==> src/crs_map.svh <==
`ifndef CRS_MAP_SVH
`define CRS_MAP_SVH

// register byte offsets
`define CRS_OFF_CTRL        12'h000
`define CRS_OFF_SOFT_RST    12'h004
`define CRS_OFF_STATUS      12'h008
`define CRS_OFF_IRQ_STAT0   12'h00c
`define CRS_OFF_IRQ_MASK0   12'h010
`define CRS_OFF_IRQ_STAT1   12'h014
`define CRS_OFF_IRQ_MASK1   12'h018
`define CRS_OFF_SUBSYS0     12'h01c
`define CRS_OFF_SUBSYS1     12'h020
`define CRS_OFF_PD          12'h024

// field positions
`define CRS_CTRL_SWRST_BIT  0
`define CRS_ST_SYSRDY0_BIT  0
`define CRS_ST_SYSRDY1_BIT  1
`define CRS_ST_ERR_BIT      2
`define CRS_ST_REFCLK_BIT   3
`define CRS_ST_MACRST_BIT   4
`define CRS_ERR_FIELD_LSB   8
`define CRS_ERR_FIELD_W     8

// key pair for the mac-only reset
`define CRS_MAC_KEY1        32'h0000_4f1c
`define CRS_MAC_KEY2        32'h0000_c1f4

// reset values
`define CRS_IRQ_MASK_RST    32'h0000_0000
`define CRS_PD_RST          2'h0

// times: clock period in ns and figures in own units
`define CRS_CLK_NS          100
`define CRS_GLITCH_US       1
`define CRS_SUB_RST_NS      1200
`define CRS_HW_REL_MS       90
`define CRS_HW_REF_MS       70
`define CRS_SW_REL_MS       10
`define CRS_SW_REF_MS       25
`define CRS_IO_TRI_CYC      4

`endif

==> src/crs_pkg.sv <==
package crs_pkg;
   typedef enum logic [2:0] {
      CRS_OFF     = 3'b000,
      CRS_TRI     = 3'b001,
      CRS_LATCH   = 3'b010,
      CRS_OSC     = 3'b011,
      CRS_PLL     = 3'b100,
      CRS_WAIT    = 3'b101,
      CRS_RUN     = 3'b110
   } crs_state_t;
endpackage : crs_pkg

==> src/crs_reset_seq.sv <==
// Design decisions made here: the placing of the registers and the APB interface to the registers.
`timescale 1ns/1ps
`default_nettype none
`include "crs_map.svh"

module crs_reset_seq #(
   parameter int unsigned HW_REL_CYC = (`CRS_HW_REL_MS * 1000000) / `CRS_CLK_NS,
   parameter int unsigned HW_REF_CYC = (`CRS_HW_REF_MS * 1000000) / `CRS_CLK_NS,
   parameter int unsigned SW_REL_CYC = (`CRS_SW_REL_MS * 1000000) / `CRS_CLK_NS,
   parameter int unsigned SW_REF_CYC = (`CRS_SW_REF_MS * 1000000) / `CRS_CLK_NS,
   parameter int unsigned OSC_CYC    = 64,
   parameter int unsigned PLL_CYC    = 64
) (
   // clock, reset, enable
   input  wire logic        pclk,
   input  wire logic        presetn,
   input  wire logic        clk_en,
   // apb slave
   input  wire logic        psel,
   input  wire logic        penable,
   input  wire logic        pwrite,
   input  wire logic [11:0] paddr,
   input  wire logic [31:0] pwdata,
   output logic [31:0]      prdata,
   output logic             pready,
   output logic             pslverr,
   // pins and analog status
   input  wire logic        reset_pin_n,
   input  wire logic        power_good,
   input  wire logic        osc_stable,
   input  wire logic        pll_locked,
   input  wire logic [7:0]  strap_pins,
   input  wire logic [7:0]  phy0_err_evt,
   input  wire logic [7:0]  phy1_err_evt,
   // sequencing outputs
   output logic             io_tristate,
   output logic [7:0]       strap_latched,
   output logic             osc_enable,
   output logic             pll_enable,
   output logic             core_rst_n,
   output logic             phy0_rst_n,
   output logic             phy1_rst_n,
   output logic             mac_rst_n,
   output logic             tx_abort,
   output logic             ref_clock_en,
   output logic             phy_sys_irq
);

   localparam int unsigned GLITCH_CYC = (`CRS_GLITCH_US * 1000 + `CRS_CLK_NS - 1) / `CRS_CLK_NS;
   localparam int unsigned SUB_CYC    = `CRS_SUB_RST_NS / `CRS_CLK_NS;

   function automatic logic hit(input logic [11:0] a, input logic [11:0] off);
      hit = (a == off);
   endfunction : hit

   // pin synchronisers
   logic [1:0] rst_sync_q;
   logic [1:0] pg_sync_q;
   logic [1:0] osc_sync_q;
   logic [1:0] pll_sync_q;
   always_ff @(posedge pclk or negedge presetn) begin
      if (!presetn) begin
         rst_sync_q <= 2'h0;
         pg_sync_q  <= 2'h0;
         osc_sync_q <= 2'h0;
         pll_sync_q <= 2'h0;
      end else if (clk_en) begin
         rst_sync_q <= {rst_sync_q[0], reset_pin_n};
         pg_sync_q  <= {pg_sync_q[0], power_good};
         osc_sync_q <= {osc_sync_q[0], osc_stable};
         pll_sync_q <= {pll_sync_q[0], pll_locked};
      end
   end
   wire pin_n = rst_sync_q[1];
   wire pg    = pg_sync_q[1];

   // deglitch: low must last GLITCH_CYC cycles to count
   logic [7:0] glitch_q;
   logic       pin_low_q;
   always_ff @(posedge pclk or negedge presetn) begin
      if (!presetn) begin
         glitch_q  <= 8'h00;
         pin_low_q <= 1'b1;
      end else if (clk_en) begin
         if (pin_n) begin
            glitch_q  <= 8'h00;
            pin_low_q <= 1'b0;
         end else if (glitch_q >= 8'(GLITCH_CYC - 1)) begin
            pin_low_q <= 1'b1;
         end else begin
            glitch_q <= glitch_q + 8'h01;
         end
      end
   end
   wire hw_hold = pin_low_q || !pg;

   // start-up sequencer
   crs_pkg::crs_state_t st_q;
   logic [23:0] seq_cnt_q;
   logic [23:0] ref_cnt_q;
   logic        sw_mode_q;
   logic        sw_start;
   logic [7:0]  strap_q;
   logic        tx_abort_q;
   always_ff @(posedge pclk or negedge presetn) begin
      if (!presetn) begin
         st_q       <= crs_pkg::CRS_OFF;
         seq_cnt_q  <= 24'h0;
         ref_cnt_q  <= 24'h0;
         sw_mode_q  <= 1'b0;
         strap_q    <= 8'h00;
         tx_abort_q <= 1'b0;
      end else if (clk_en) begin
         tx_abort_q <= sw_start;
         if (hw_hold) begin
            st_q      <= crs_pkg::CRS_OFF;
            seq_cnt_q <= 24'h0;
            ref_cnt_q <= 24'h0;
            sw_mode_q <= 1'b0;
         end else begin
            if (st_q != crs_pkg::CRS_OFF && ref_cnt_q != 24'hff_ffff)
               ref_cnt_q <= ref_cnt_q + 24'h1;
            if (st_q != crs_pkg::CRS_RUN && st_q != crs_pkg::CRS_OFF)
               seq_cnt_q <= seq_cnt_q + 24'h1;
            case (st_q)
               crs_pkg::CRS_OFF: begin
                  st_q <= crs_pkg::CRS_TRI;
               end
               crs_pkg::CRS_TRI: begin
                  if (seq_cnt_q >= 24'(`CRS_IO_TRI_CYC))
                     st_q <= crs_pkg::CRS_LATCH;
               end
               crs_pkg::CRS_LATCH: begin
                  strap_q <= strap_pins;
                  st_q    <= crs_pkg::CRS_OSC;
               end
               crs_pkg::CRS_OSC: begin
                  if (pg && osc_sync_q[1] && seq_cnt_q >= 24'(OSC_CYC))
                     st_q <= crs_pkg::CRS_PLL;
               end
               crs_pkg::CRS_PLL: begin
                  if (pll_sync_q[1] && seq_cnt_q >= 24'(OSC_CYC + PLL_CYC))
                     st_q <= crs_pkg::CRS_WAIT;
               end
               crs_pkg::CRS_WAIT: begin
                  // fixed release delay hides oscillator variation
                  if (seq_cnt_q >= 24'(sw_mode_q ? SW_REL_CYC - 1 : HW_REL_CYC - 1))
                     st_q <= crs_pkg::CRS_RUN;
               end
               crs_pkg::CRS_RUN: begin
                  if (sw_start) begin
                     st_q      <= crs_pkg::CRS_TRI;
                     seq_cnt_q <= 24'h0;
                     ref_cnt_q <= 24'h0;
                     sw_mode_q <= 1'b1;
                  end
               end
               default: st_q <= crs_pkg::CRS_OFF;
            endcase
         end
      end
   end

   wire running = (st_q == crs_pkg::CRS_RUN);
   assign io_tristate   = (st_q == crs_pkg::CRS_OFF) || (st_q == crs_pkg::CRS_TRI);
   assign strap_latched = strap_q;
   assign osc_enable    = (st_q == crs_pkg::CRS_OSC) || (st_q == crs_pkg::CRS_PLL)
                          || (st_q == crs_pkg::CRS_WAIT) || running;
   assign pll_enable    = (st_q == crs_pkg::CRS_PLL) || (st_q == crs_pkg::CRS_WAIT) || running;
   assign core_rst_n    = running;
   assign tx_abort      = tx_abort_q;
   // ref clock gate opens at the fixed limit counted from when the sequencer leaves CRS_OFF or restarts on soft reset, not from core release
   assign ref_clock_en  = !hw_hold && (st_q != crs_pkg::CRS_OFF) &&
                          (ref_cnt_q >= 24'(sw_mode_q ? SW_REF_CYC - 1 : HW_REF_CYC - 1));

   // apb
   wire wr_acc = psel && penable && pwrite && running;
   wire rd_en  = running;
   assign pready  = 1'b1;
   assign pslverr = 1'b0;

   logic [1:0]  sub_q;
   logic [7:0]  sub_cnt0_q;
   logic [7:0]  sub_cnt1_q;
   logic [1:0]  pd_q;
   logic [31:0] mask0_q;
   logic [31:0] mask1_q;
   logic [7:0]  err0_q;
   logic [7:0]  err1_q;
   logic        key1_seen_q;
   logic [7:0]  mac_cnt_q;
   assign sw_start = wr_acc && hit(paddr, `CRS_OFF_CTRL) && pwdata[`CRS_CTRL_SWRST_BIT];

   // subsystem resets, power-down, masks
   always_ff @(posedge pclk or negedge presetn) begin
      if (!presetn) begin
         sub_q      <= 2'h0;
         sub_cnt0_q <= 8'h00;
         sub_cnt1_q <= 8'h00;
         pd_q       <= `CRS_PD_RST;
         mask0_q    <= `CRS_IRQ_MASK_RST;
         mask1_q    <= `CRS_IRQ_MASK_RST;
      end else if (clk_en) begin
         if (!running && !sw_mode_q) begin
            sub_q <= 2'h0;
            pd_q  <= `CRS_PD_RST;
         end
         if (sub_q[0]) begin
            sub_cnt0_q <= sub_cnt0_q + 8'h01;
            if (sub_cnt0_q >= 8'(SUB_CYC - 1))
               sub_q[0] <= 1'b0;
         end else if (wr_acc && hit(paddr, `CRS_OFF_SUBSYS0) && pwdata[0]) begin
            sub_q[0]   <= 1'b1;
            sub_cnt0_q <= 8'h00;
         end
         if (sub_q[1]) begin
            sub_cnt1_q <= sub_cnt1_q + 8'h01;
            if (sub_cnt1_q >= 8'(SUB_CYC - 1))
               sub_q[1] <= 1'b0;
         end else if (wr_acc && hit(paddr, `CRS_OFF_SUBSYS1) && pwdata[0]) begin
            sub_q[1]   <= 1'b1;
            sub_cnt1_q <= 8'h00;
         end
         if (wr_acc && hit(paddr, `CRS_OFF_PD))
            pd_q <= pwdata[1:0];
         if (wr_acc && hit(paddr, `CRS_OFF_IRQ_MASK0))
            mask0_q <= pwdata;
         if (wr_acc && hit(paddr, `CRS_OFF_IRQ_MASK1))
            mask1_q <= pwdata;
      end
   end

   // phy resets: second port ignores chip soft reset
   assign phy0_rst_n = running && !sub_q[0];
   assign phy1_rst_n = (running || sw_mode_q) && !sub_q[1] && !hw_hold;

   // mac-only reset via key pair
   always_ff @(posedge pclk or negedge presetn) begin
      if (!presetn) begin
         key1_seen_q <= 1'b0;
         mac_cnt_q   <= 8'h00;
      end else if (clk_en) begin
         if (mac_cnt_q != 8'h00)
            mac_cnt_q <= mac_cnt_q - 8'h01;
         if (wr_acc && hit(paddr, `CRS_OFF_SOFT_RST)) begin
            if (key1_seen_q && pwdata == `CRS_MAC_KEY2 && !pd_q[0])
               mac_cnt_q <= 8'(SUB_CYC);
            key1_seen_q <= (pwdata == `CRS_MAC_KEY1);
         end
      end
   end
   assign mac_rst_n = running && (mac_cnt_q == 8'h00);

   // error flags: sticky until hardware reset
   always_ff @(posedge pclk or negedge presetn) begin
      if (!presetn) begin
         err0_q      <= 8'h00;
         err1_q      <= 8'h00;
      end else if (clk_en) begin
         if (hw_hold) begin
            err0_q <= 8'h00;
            err1_q <= 8'h00;
         end else begin
            err0_q <= err0_q | phy0_err_evt;
            err1_q <= err1_q | phy1_err_evt;
         end
      end
   end
   assign phy_sys_irq = |(err0_q & mask0_q[`CRS_ERR_FIELD_LSB +: `CRS_ERR_FIELD_W])
                      | |(err1_q & mask1_q[`CRS_ERR_FIELD_LSB +: `CRS_ERR_FIELD_W]);

   wire err_state = |err0_q || |err1_q;

   // read mux
   always_ff @(posedge pclk or negedge presetn) begin
      if (!presetn) begin
         prdata <= 32'h0;
      end else if (clk_en) begin
         prdata <= 32'h0;
         if (psel && !penable && !pwrite && rd_en) begin
            if (hit(paddr, `CRS_OFF_STATUS))
               prdata <= {27'h0, mac_cnt_q != 8'h00, ref_clock_en, err_state,
                          phy1_rst_n, phy0_rst_n};
            else if (hit(paddr, `CRS_OFF_IRQ_STAT0))
               prdata <= {16'h0, err0_q, 8'h00};
            else if (hit(paddr, `CRS_OFF_IRQ_STAT1))
               prdata <= {16'h0, err1_q, 8'h00};
            else if (hit(paddr, `CRS_OFF_IRQ_MASK0))
               prdata <= mask0_q;
            else if (hit(paddr, `CRS_OFF_IRQ_MASK1))
               prdata <= mask1_q;
            else if (hit(paddr, `CRS_OFF_SUBSYS0))
               prdata <= {31'h0, sub_q[0]};
            else if (hit(paddr, `CRS_OFF_SUBSYS1))
               prdata <= {31'h0, sub_q[1]};
            else if (hit(paddr, `CRS_OFF_PD))
               prdata <= {30'h0, pd_q};
         end
      end
   end

   unused_a: assert property (@(posedge pclk) disable iff (!presetn)
      (!running) |-> !mac_rst_n) else $error("mac out of reset before release");
   refgate_a: assert property (@(posedge pclk) disable iff (!presetn)
      hw_hold |-> !ref_clock_en) else $error("ref clock during reset");
   tri_hold_a: assert property (@(posedge pclk) disable iff (!presetn)
      hw_hold |=> io_tristate) else $error("io not tristated in reset");
   sub_clear_a: assert property (@(posedge pclk) disable iff (!presetn || !clk_en)
      $rose(sub_q[0]) |-> ##[1:20] !sub_q[0]) else $error("subsystem bit not cleared");
   pll_order_a: assert property (@(posedge pclk) disable iff (!presetn)
      pll_enable |-> osc_enable) else $error("pll before oscillator");
   err_stick_a: assert property (@(posedge pclk) disable iff (!presetn)
      (err_state && !hw_hold) |=> err_state) else $error("error cleared without reset");
   swrst_go_a: assert property (@(posedge pclk) disable iff (!presetn || !clk_en)
      (sw_start && !hw_hold) |=> !core_rst_n && tx_abort) else $error("soft reset ignored");
   irq_mask_a: assert property (@(posedge pclk) disable iff (!presetn)
      (mask0_q == 32'h0 && mask1_q == 32'h0) |-> !phy_sys_irq) else $error("unmasked irq");
   read_gate_a: assert property (@(posedge pclk) disable iff (!presetn)
      (!running && !sw_mode_q) |=> prdata == 32'h0 || running) else $error("read before release");

endmodule : crs_reset_seq
`default_nettype wire

==> config.mk <==
export PLATFORM = sky130hd
export DESIGN_NAME = crs_reset_seq
export DESIGN_NICKNAME = d
export VERILOG_FILES = /design/src/crs_pkg.sv /design/src/crs_reset_seq.sv
export VERILOG_INCLUDE_DIRS = /design/src /design/src/src
export SDC_FILE = /design/constraint.sdc
export NUM_CORES = 1
export LEC_CHECK = 0
export BUFFER_PORTS_ARGS = -buffer_cell sky130_fd_sc_hd__buf_2
export CAP_MARGIN = 30
export CORE_ASPECT_RATIO = 0.5
export CORE_UTILIZATION = 61
export CTS_BUF_LIST = sky130_fd_sc_hd__clkbuf_4
export DETAILED_ROUTE_END_ITERATION = 16
export GPL_ROUTABILITY_DRIVEN = 0
export PLACE_DENSITY_LB_ADDON = 0.15
export SETUP_SLACK_MARGIN = 0.2
export SLEW_MARGIN = 20
export SYNTH_ARGS = -nofsm -noshare
export SYNTH_HDL_FRONTEND = slang
export SYNTH_SLANG_ARGS = --single-unit
export TNS_END_PERCENT = 50
==> constraint.sdc <==
create_clock -name pclk -period 3.05 [get_ports pclk]
set_clock_uncertainty 0.15 [all_clocks]
set_input_delay 0.305 -clock pclk [delete_from_list [all_inputs] [get_ports pclk]]
set_output_delay 0.305 -clock pclk [all_outputs]
set_load 0.02 [all_outputs]
Word-level counts from Yosys, hierarchy flattened:

Cells that the tools add are included.

* register bits after elaboration: 219
* input port bits: 78
* output and inout port bits: 52
* word-level logic and storage cells: 193

* add/sub/neg operators: 6
* magnitude comparators: 8
* equality and inequality tests: 25
* mux-type cells: 51
* bitwise operators: 6
* reductions and logical operators: 74

Operators with widths (number)
* 2-to-1 mux 24 bit: 8
* 2-to-1 mux 32 bit: 6
* 2-to-1 mux 8 bit: 11
* adder 24 x 1 -> 24 bit, second input constant: 2
* == test 12 x 5 -> 1 bit, second input constant: 4
* greater-or-equal comparator 24 x 20 -> 1 bit: 2
* 2-to-1 mux 20 bit: 2
* == test 32 x 15 -> 1 bit, second input constant: 1
* == test 32 x 16 -> 1 bit, second input constant: 1
* OR reduction 8 bit: 4
* logical AND 1 bit: 30
* adder 8 x 1 -> 8 bit, second input constant: 3
* == test 12 x 4 -> 1 bit, second input constant: 2
* == test 12 x 6 -> 1 bit, second input constant: 2
* greater-or-equal comparator 24 x 3 -> 1 bit, second input constant: 1
* greater-or-equal comparator 24 x 7 -> 1 bit, second input constant: 1
* greater-or-equal comparator 24 x 8 -> 1 bit, second input constant: 1
* greater-or-equal comparator 8 x 4 -> 1 bit, second input constant: 3
* != test 24 bit, second input constant: 1
* case mux 3 bit (7 select lines): 1
* 2-to-1 mux 3 bit: 6
* != test 3 bit, second input constant: 6
* AND 8 bit: 2
* bitwise OR 8 bit: 2
* other kinds (21): 68

Logic depth before layout (Yosys ltp):

* word-level depth: 10
* depth in mapped cells: 9
* gate-level depth less buffers: 8

Least setup slack after synthesis:

Ideal clock, no wire load.

* path kind: in2reg
* start: input port paddr[9]
* end: register mask1_q[10]
* library setup time: 0.125 ns
* arrival time: 2.358 ns
* required time: 2.775 ns
* path slack: 0.418 ns
* stages: 7
* path buffers: 2
* cells stage by stage: or4_4 > or4_1 > nor3_2 > nor2b_1 > clkbuf_2 > buf_4 > mux2_2

* longest elaborated chain between the ends: 3

RTL lines
* start: declaration: line crs_reset_seq.sv:22 `input wire logic [11:0] paddr,`
* == test 12 x 5 -> 1 bit: line crs_reset_seq.sv:53 `hit = (a == off);`
* logical AND 1 bit: line crs_reset_seq.sv:228 `` if (wr_acc && hit(paddr, `CRS_OFF_IRQ_MASK1)) ``
* AND reduction 2 bit (no line)
* end signal: assignment: line crs_reset_seq.sv:202 `` mask1_q <= `CRS_IRQ_MASK_RST; ``
* end signal: assignment: line crs_reset_seq.sv:229 `mask1_q <= pwdata;`
* end: declaration: line crs_reset_seq.sv:187 `logic [31:0] mask1_q;`

No other way between the ends.
A chain may end at the register's enable or synchronous reset.

Worst setup path in the final report:

* start: register sw_mode_q
* end: output port ref_clock_en

* longest elaborated chain between the ends: 3

RTL lines
* start: declaration: line crs_reset_seq.sv:101 `logic sw_mode_q;`
* start signal: assignment: line crs_reset_seq.sv:110 `sw_mode_q <= 1'b0;`
* start signal: assignment: line crs_reset_seq.sv:119 `sw_mode_q <= 1'b0;`
* start signal: assignment: line crs_reset_seq.sv:155 `sw_mode_q <= 1'b1;`
* 2-to-1 mux 20 bit: line crs_reset_seq.sv:174 `(ref_cnt_q >= 24'(sw_mode_q ? SW_REF_CYC - 1 : HW_REF_CYC - 1));`
* greater-or-equal comparator 24 x 20 -> 1 bit: line crs_reset_seq.sv:174
* logical AND 1 bit: line crs_reset_seq.sv:173 `assign ref_clock_en = !hw_hold && (st_q != crs_pkg::CRS_OFF) &&`
* end: declaration: line crs_reset_seq.sv:45 `output logic ref_clock_en,`

No other way between the ends.

==> impl_metrics.ini <==
[outcome]
outcome = completed

[routing]
drtIter0Drc = 619
route.antenna.remaining_nets = 0
first_pass_iters = 5
drcViolationCount = 0
vias = 9224
wl_per_cell_um = 19.18
via_per_inst = 6.149
routed_wl_um = 28780

[worst_setup_path]
crit_path_start_kind = flip-flop
worstPathRequired_ns = 2.59
criticalPathCategory = flip-flop to output pin
cpPeakStageDelay_ns = 0.41
critPathBufInv = 3
cpLargestDelayFamily = simple AND/OR/NAND/NOR gates
cp_common_cell = buf_6
end_kind = output pin
crit_fanout = 6
crit_path_top_delay_cell = dfrtp_1
arrival_ns = 2.53
cp_cell_sequence = buf_6, buf_12, ha_4, nand2_4, nor4b_4, a21oi_2, o211ai_1, and3_4, buf_6

[synthesis]
async_flop_share_pct = 100.0
synth_xor_area_share_pct = 4.395
syn_area_per_cell_um2 = 10.75
synth-edff-count = 0
syn_nets = 1107
yosys_warnings = 0
synth.area.mux_share_pct = 8.639
yosysSeqAreaShare_pct = 50.94
yosys.area_share.simple_pct = 16.60
synth_top_family_by_area = simple AND/OR/NAND/NOR gates
synth_compound_area_share_pct = 13.31
ys_ff_latch = 219
synth_area_um2 = 10760
ys.flop_type = dfrtp_1
synth_adder_area_share_pct = 3.255
syn_inst = 1001
synth.lib_cells_used.distinct = 66

[finish]
areaGrowthSynthToFinish_pct = 23.64
nets = 1343
final_cell_mix = dfrtp_1, buf_2, nor2_1, mux2_2, clkbuf_4
layout.cells.most_common = dfrtp_1
drive_above_1_share_pct = 27.65
diodes = 0
final_util_pct = 79.18

[clock_tree]
root_buffer = clkbuf_4
cts_tree = yes
clk_pin_slew_ns = 0.07
clk_latency_ns = 0.68
htree_num_levels = 2
numCtsBuffers = 49
clock_sinks = 219
clockBufferDepth = 3

[sta]
finalSetupViolCount = 0
fmax_mhz = 335.4
fin_setup_tns_ns = 0
maxSlewViolCount = 0
relSlewSlack_pct = 58.16
worst_pin_slew_ns = 0.6253
rsz0062_at_grt = true
finalCritPeriodShare_pct = 97.76
hold_viol = 0
period_needed_ns = 2.982

[global_route]
grt_pass1_vias = 9366
grt_max_degree = 65
grt_pass1_wl_um = 46390
grt_overflow = 0
track_usage_pct = 32.59
antenna_found_initial = 0

[placement]
dp_hpwl_um = 17920
io_buffer_count = 127

[power_and_ir_drop]
p_leak_nw = 6.179
vdd_drop_max_uv = 334.1
power_density_nw_per_um2 = 532.4

[die]
ioPinCount = 130
die-height_um = 95.92
rows = 33
dieArea_um2 = 18210
core-area_um2 = 16800
die_w_um = 189.8
initial_core_util_pct = 64.04

[min_path]
hold_class = input pin to flip-flop

[job]
maxCapViolCount = 0
-- synthesized netlist by cell type, types with 4 or more instances --
library cell | count | area share [%]
inv_1 | 28 | 0.98
o21ai_0 | 27 | 1.3
nand3_1 | 26 | 1.2
a32o_1 | 6 | 0.56
nand2b_1 | 5 | 0.29
nand2_1 | 63 | 2.2
nor2b_1 | 7 | 0.41
o2bb2ai_1 | 32 | 2.6
nor3_1 | 25 | 1.2
a22o_1 | 7 | 0.57
a21oi_1 | 38 | 1.8
buf_2 | 8 | 0.37
o221ai_1 | 9 | 0.73
ha_1 | 28 | 3.3
dfrtp_1 | 218 | 51
or4_1 | 8 | 0.56
buf_4 | 5 | 0.35
xnor2_1 | 36 | 2.9
a221oi_1 | 13 | 1.1
o211ai_1 | 4 | 0.28
and4_1 | 4 | 0.33
xor2_1 | 18 | 1.5
nor4_1 | 31 | 1.8
and3_1 | 5 | 0.29
a22oi_1 | 21 | 1.5
mux2i_1 | 4 | 0.37
and2_1 | 12 | 0.70
mux2_2 | 77 | 8.1
nor4b_1 | 4 | 0.33
nand4_1 | 21 | 1.2
a21o_1 | 5 | 0.35
or3_1 | 13 | 0.76
nor4bb_1 | 4 | 0.37
nor2_1 | 104 | 3.6
clkbuf_1 | 27 | 0.94
-- flip-flops by register name, indices dropped and copies added, names as in the netlist, 2 cells and up --
signal         cells
mask0_q           32
mask1_q           32
prdata            32
ref_cnt_q         24
seq_cnt_q         24
err0_q             8
err1_q             8
glitch_q           8
mac_cnt_q          8
strap_latched      8
sub_cnt0_q         8
sub_cnt1_q         8
st_q               3
osc_sync_q         2
pd_q               2
pg_sync_q          2
pll_sync_q         2
rst_sync_q         2
sub_q              2
-- area by class of cell --
class | instances | area (um2)
inverter | 28 | 105.1
multi-input combinational | 710 | 5106
timing repair buffer | 229 | 1672
fill | 1035 | 3500
tap | 227 | 284.0
sequential | 219 | 5482
clock buffer | 74 | 555.5
clock inverter | 13 | 101.3
-- metal layers --
metal	track usage, %	up-vias	part of all wire [%]
met5	0	-	0
met4	12.43	0	2.6
met3	8.458	81	7.0
met2	53.89	400	48
met1	41.81	4548	43
li1	-	4195	-
-- worst register-to-register path: stages (launching register included) --
cell and delay (ns):
dfrtp_1 0.37, nand4b_1 0.31, or4_1 0.59, or3_1 0.53, a211oi_1 0.31, xnor2_1 0.17, nor2_1 0.07
-- cell families after synthesis --
kind of cell               Yosys count
muxes                               83
adders and majority gates           28
and+or+nand+nor                    348
xor gates and xnor gates            54
AOI/OAI and AO/OA                  195
other                                2
buffers and inverters               72
DFF                                219
-- final timing paths --
path | start | end | slack, ns | cells past startpoint
max reg2reg | st_q[0] | sub_cnt1_q[5] | 0.43 | 6
min reg2reg | glitch_q[6] | glitch_q[6] | 0.34 | 1
min in group asynchronous | presetn | seq_cnt_q[9] | 0.07 | 2
min | paddr[5] | sw_mode_q | 0.06 | 4
max in group asynchronous | presetn | pin_low_q | 1.85 | 3
max | sw_mode_q | ref_clock_en | 0.07 | 9
-- power breakdown --
group / internal (mW) / switching (mW) / leakage, nW
combinational: 0.527 / 0.738 / 2.81
clock: 1.27 / 1.19 / 0.389
sequential: 3.13 / 0.217 / 2.98
total: 4.94 / 2.15 / 6.18
-- timing repair --
item,CTS,global route
gates cloned,0,0
endpoints found under the hold margin,261,0
setup buffers,3,4
resized for setup,11,13
hold buffers,64,0
setup endpoints to repair,2,2
pin swaps,4,9
-- metrics by stage --
step	area (um2)	instances	hold slack, ns	total power, mW	setup WS (ns)
2_1_floorplan	10760	1001	-0.1406	4.103	0.4176
3_3_place_gp	11820	1342	0.1874	4.511	0.2696
3_5_place_dp	11820	1342	0.1966	4.574	0.1943
4_1_cts	13200	1496	0.01283	7.085	0.1182
5_1_grt	13310	1500	0.04618	7.455	-0.04881
6_report	13310	1500	0.05614	7.083	0.06820
(Power assumes the default switching activity.)
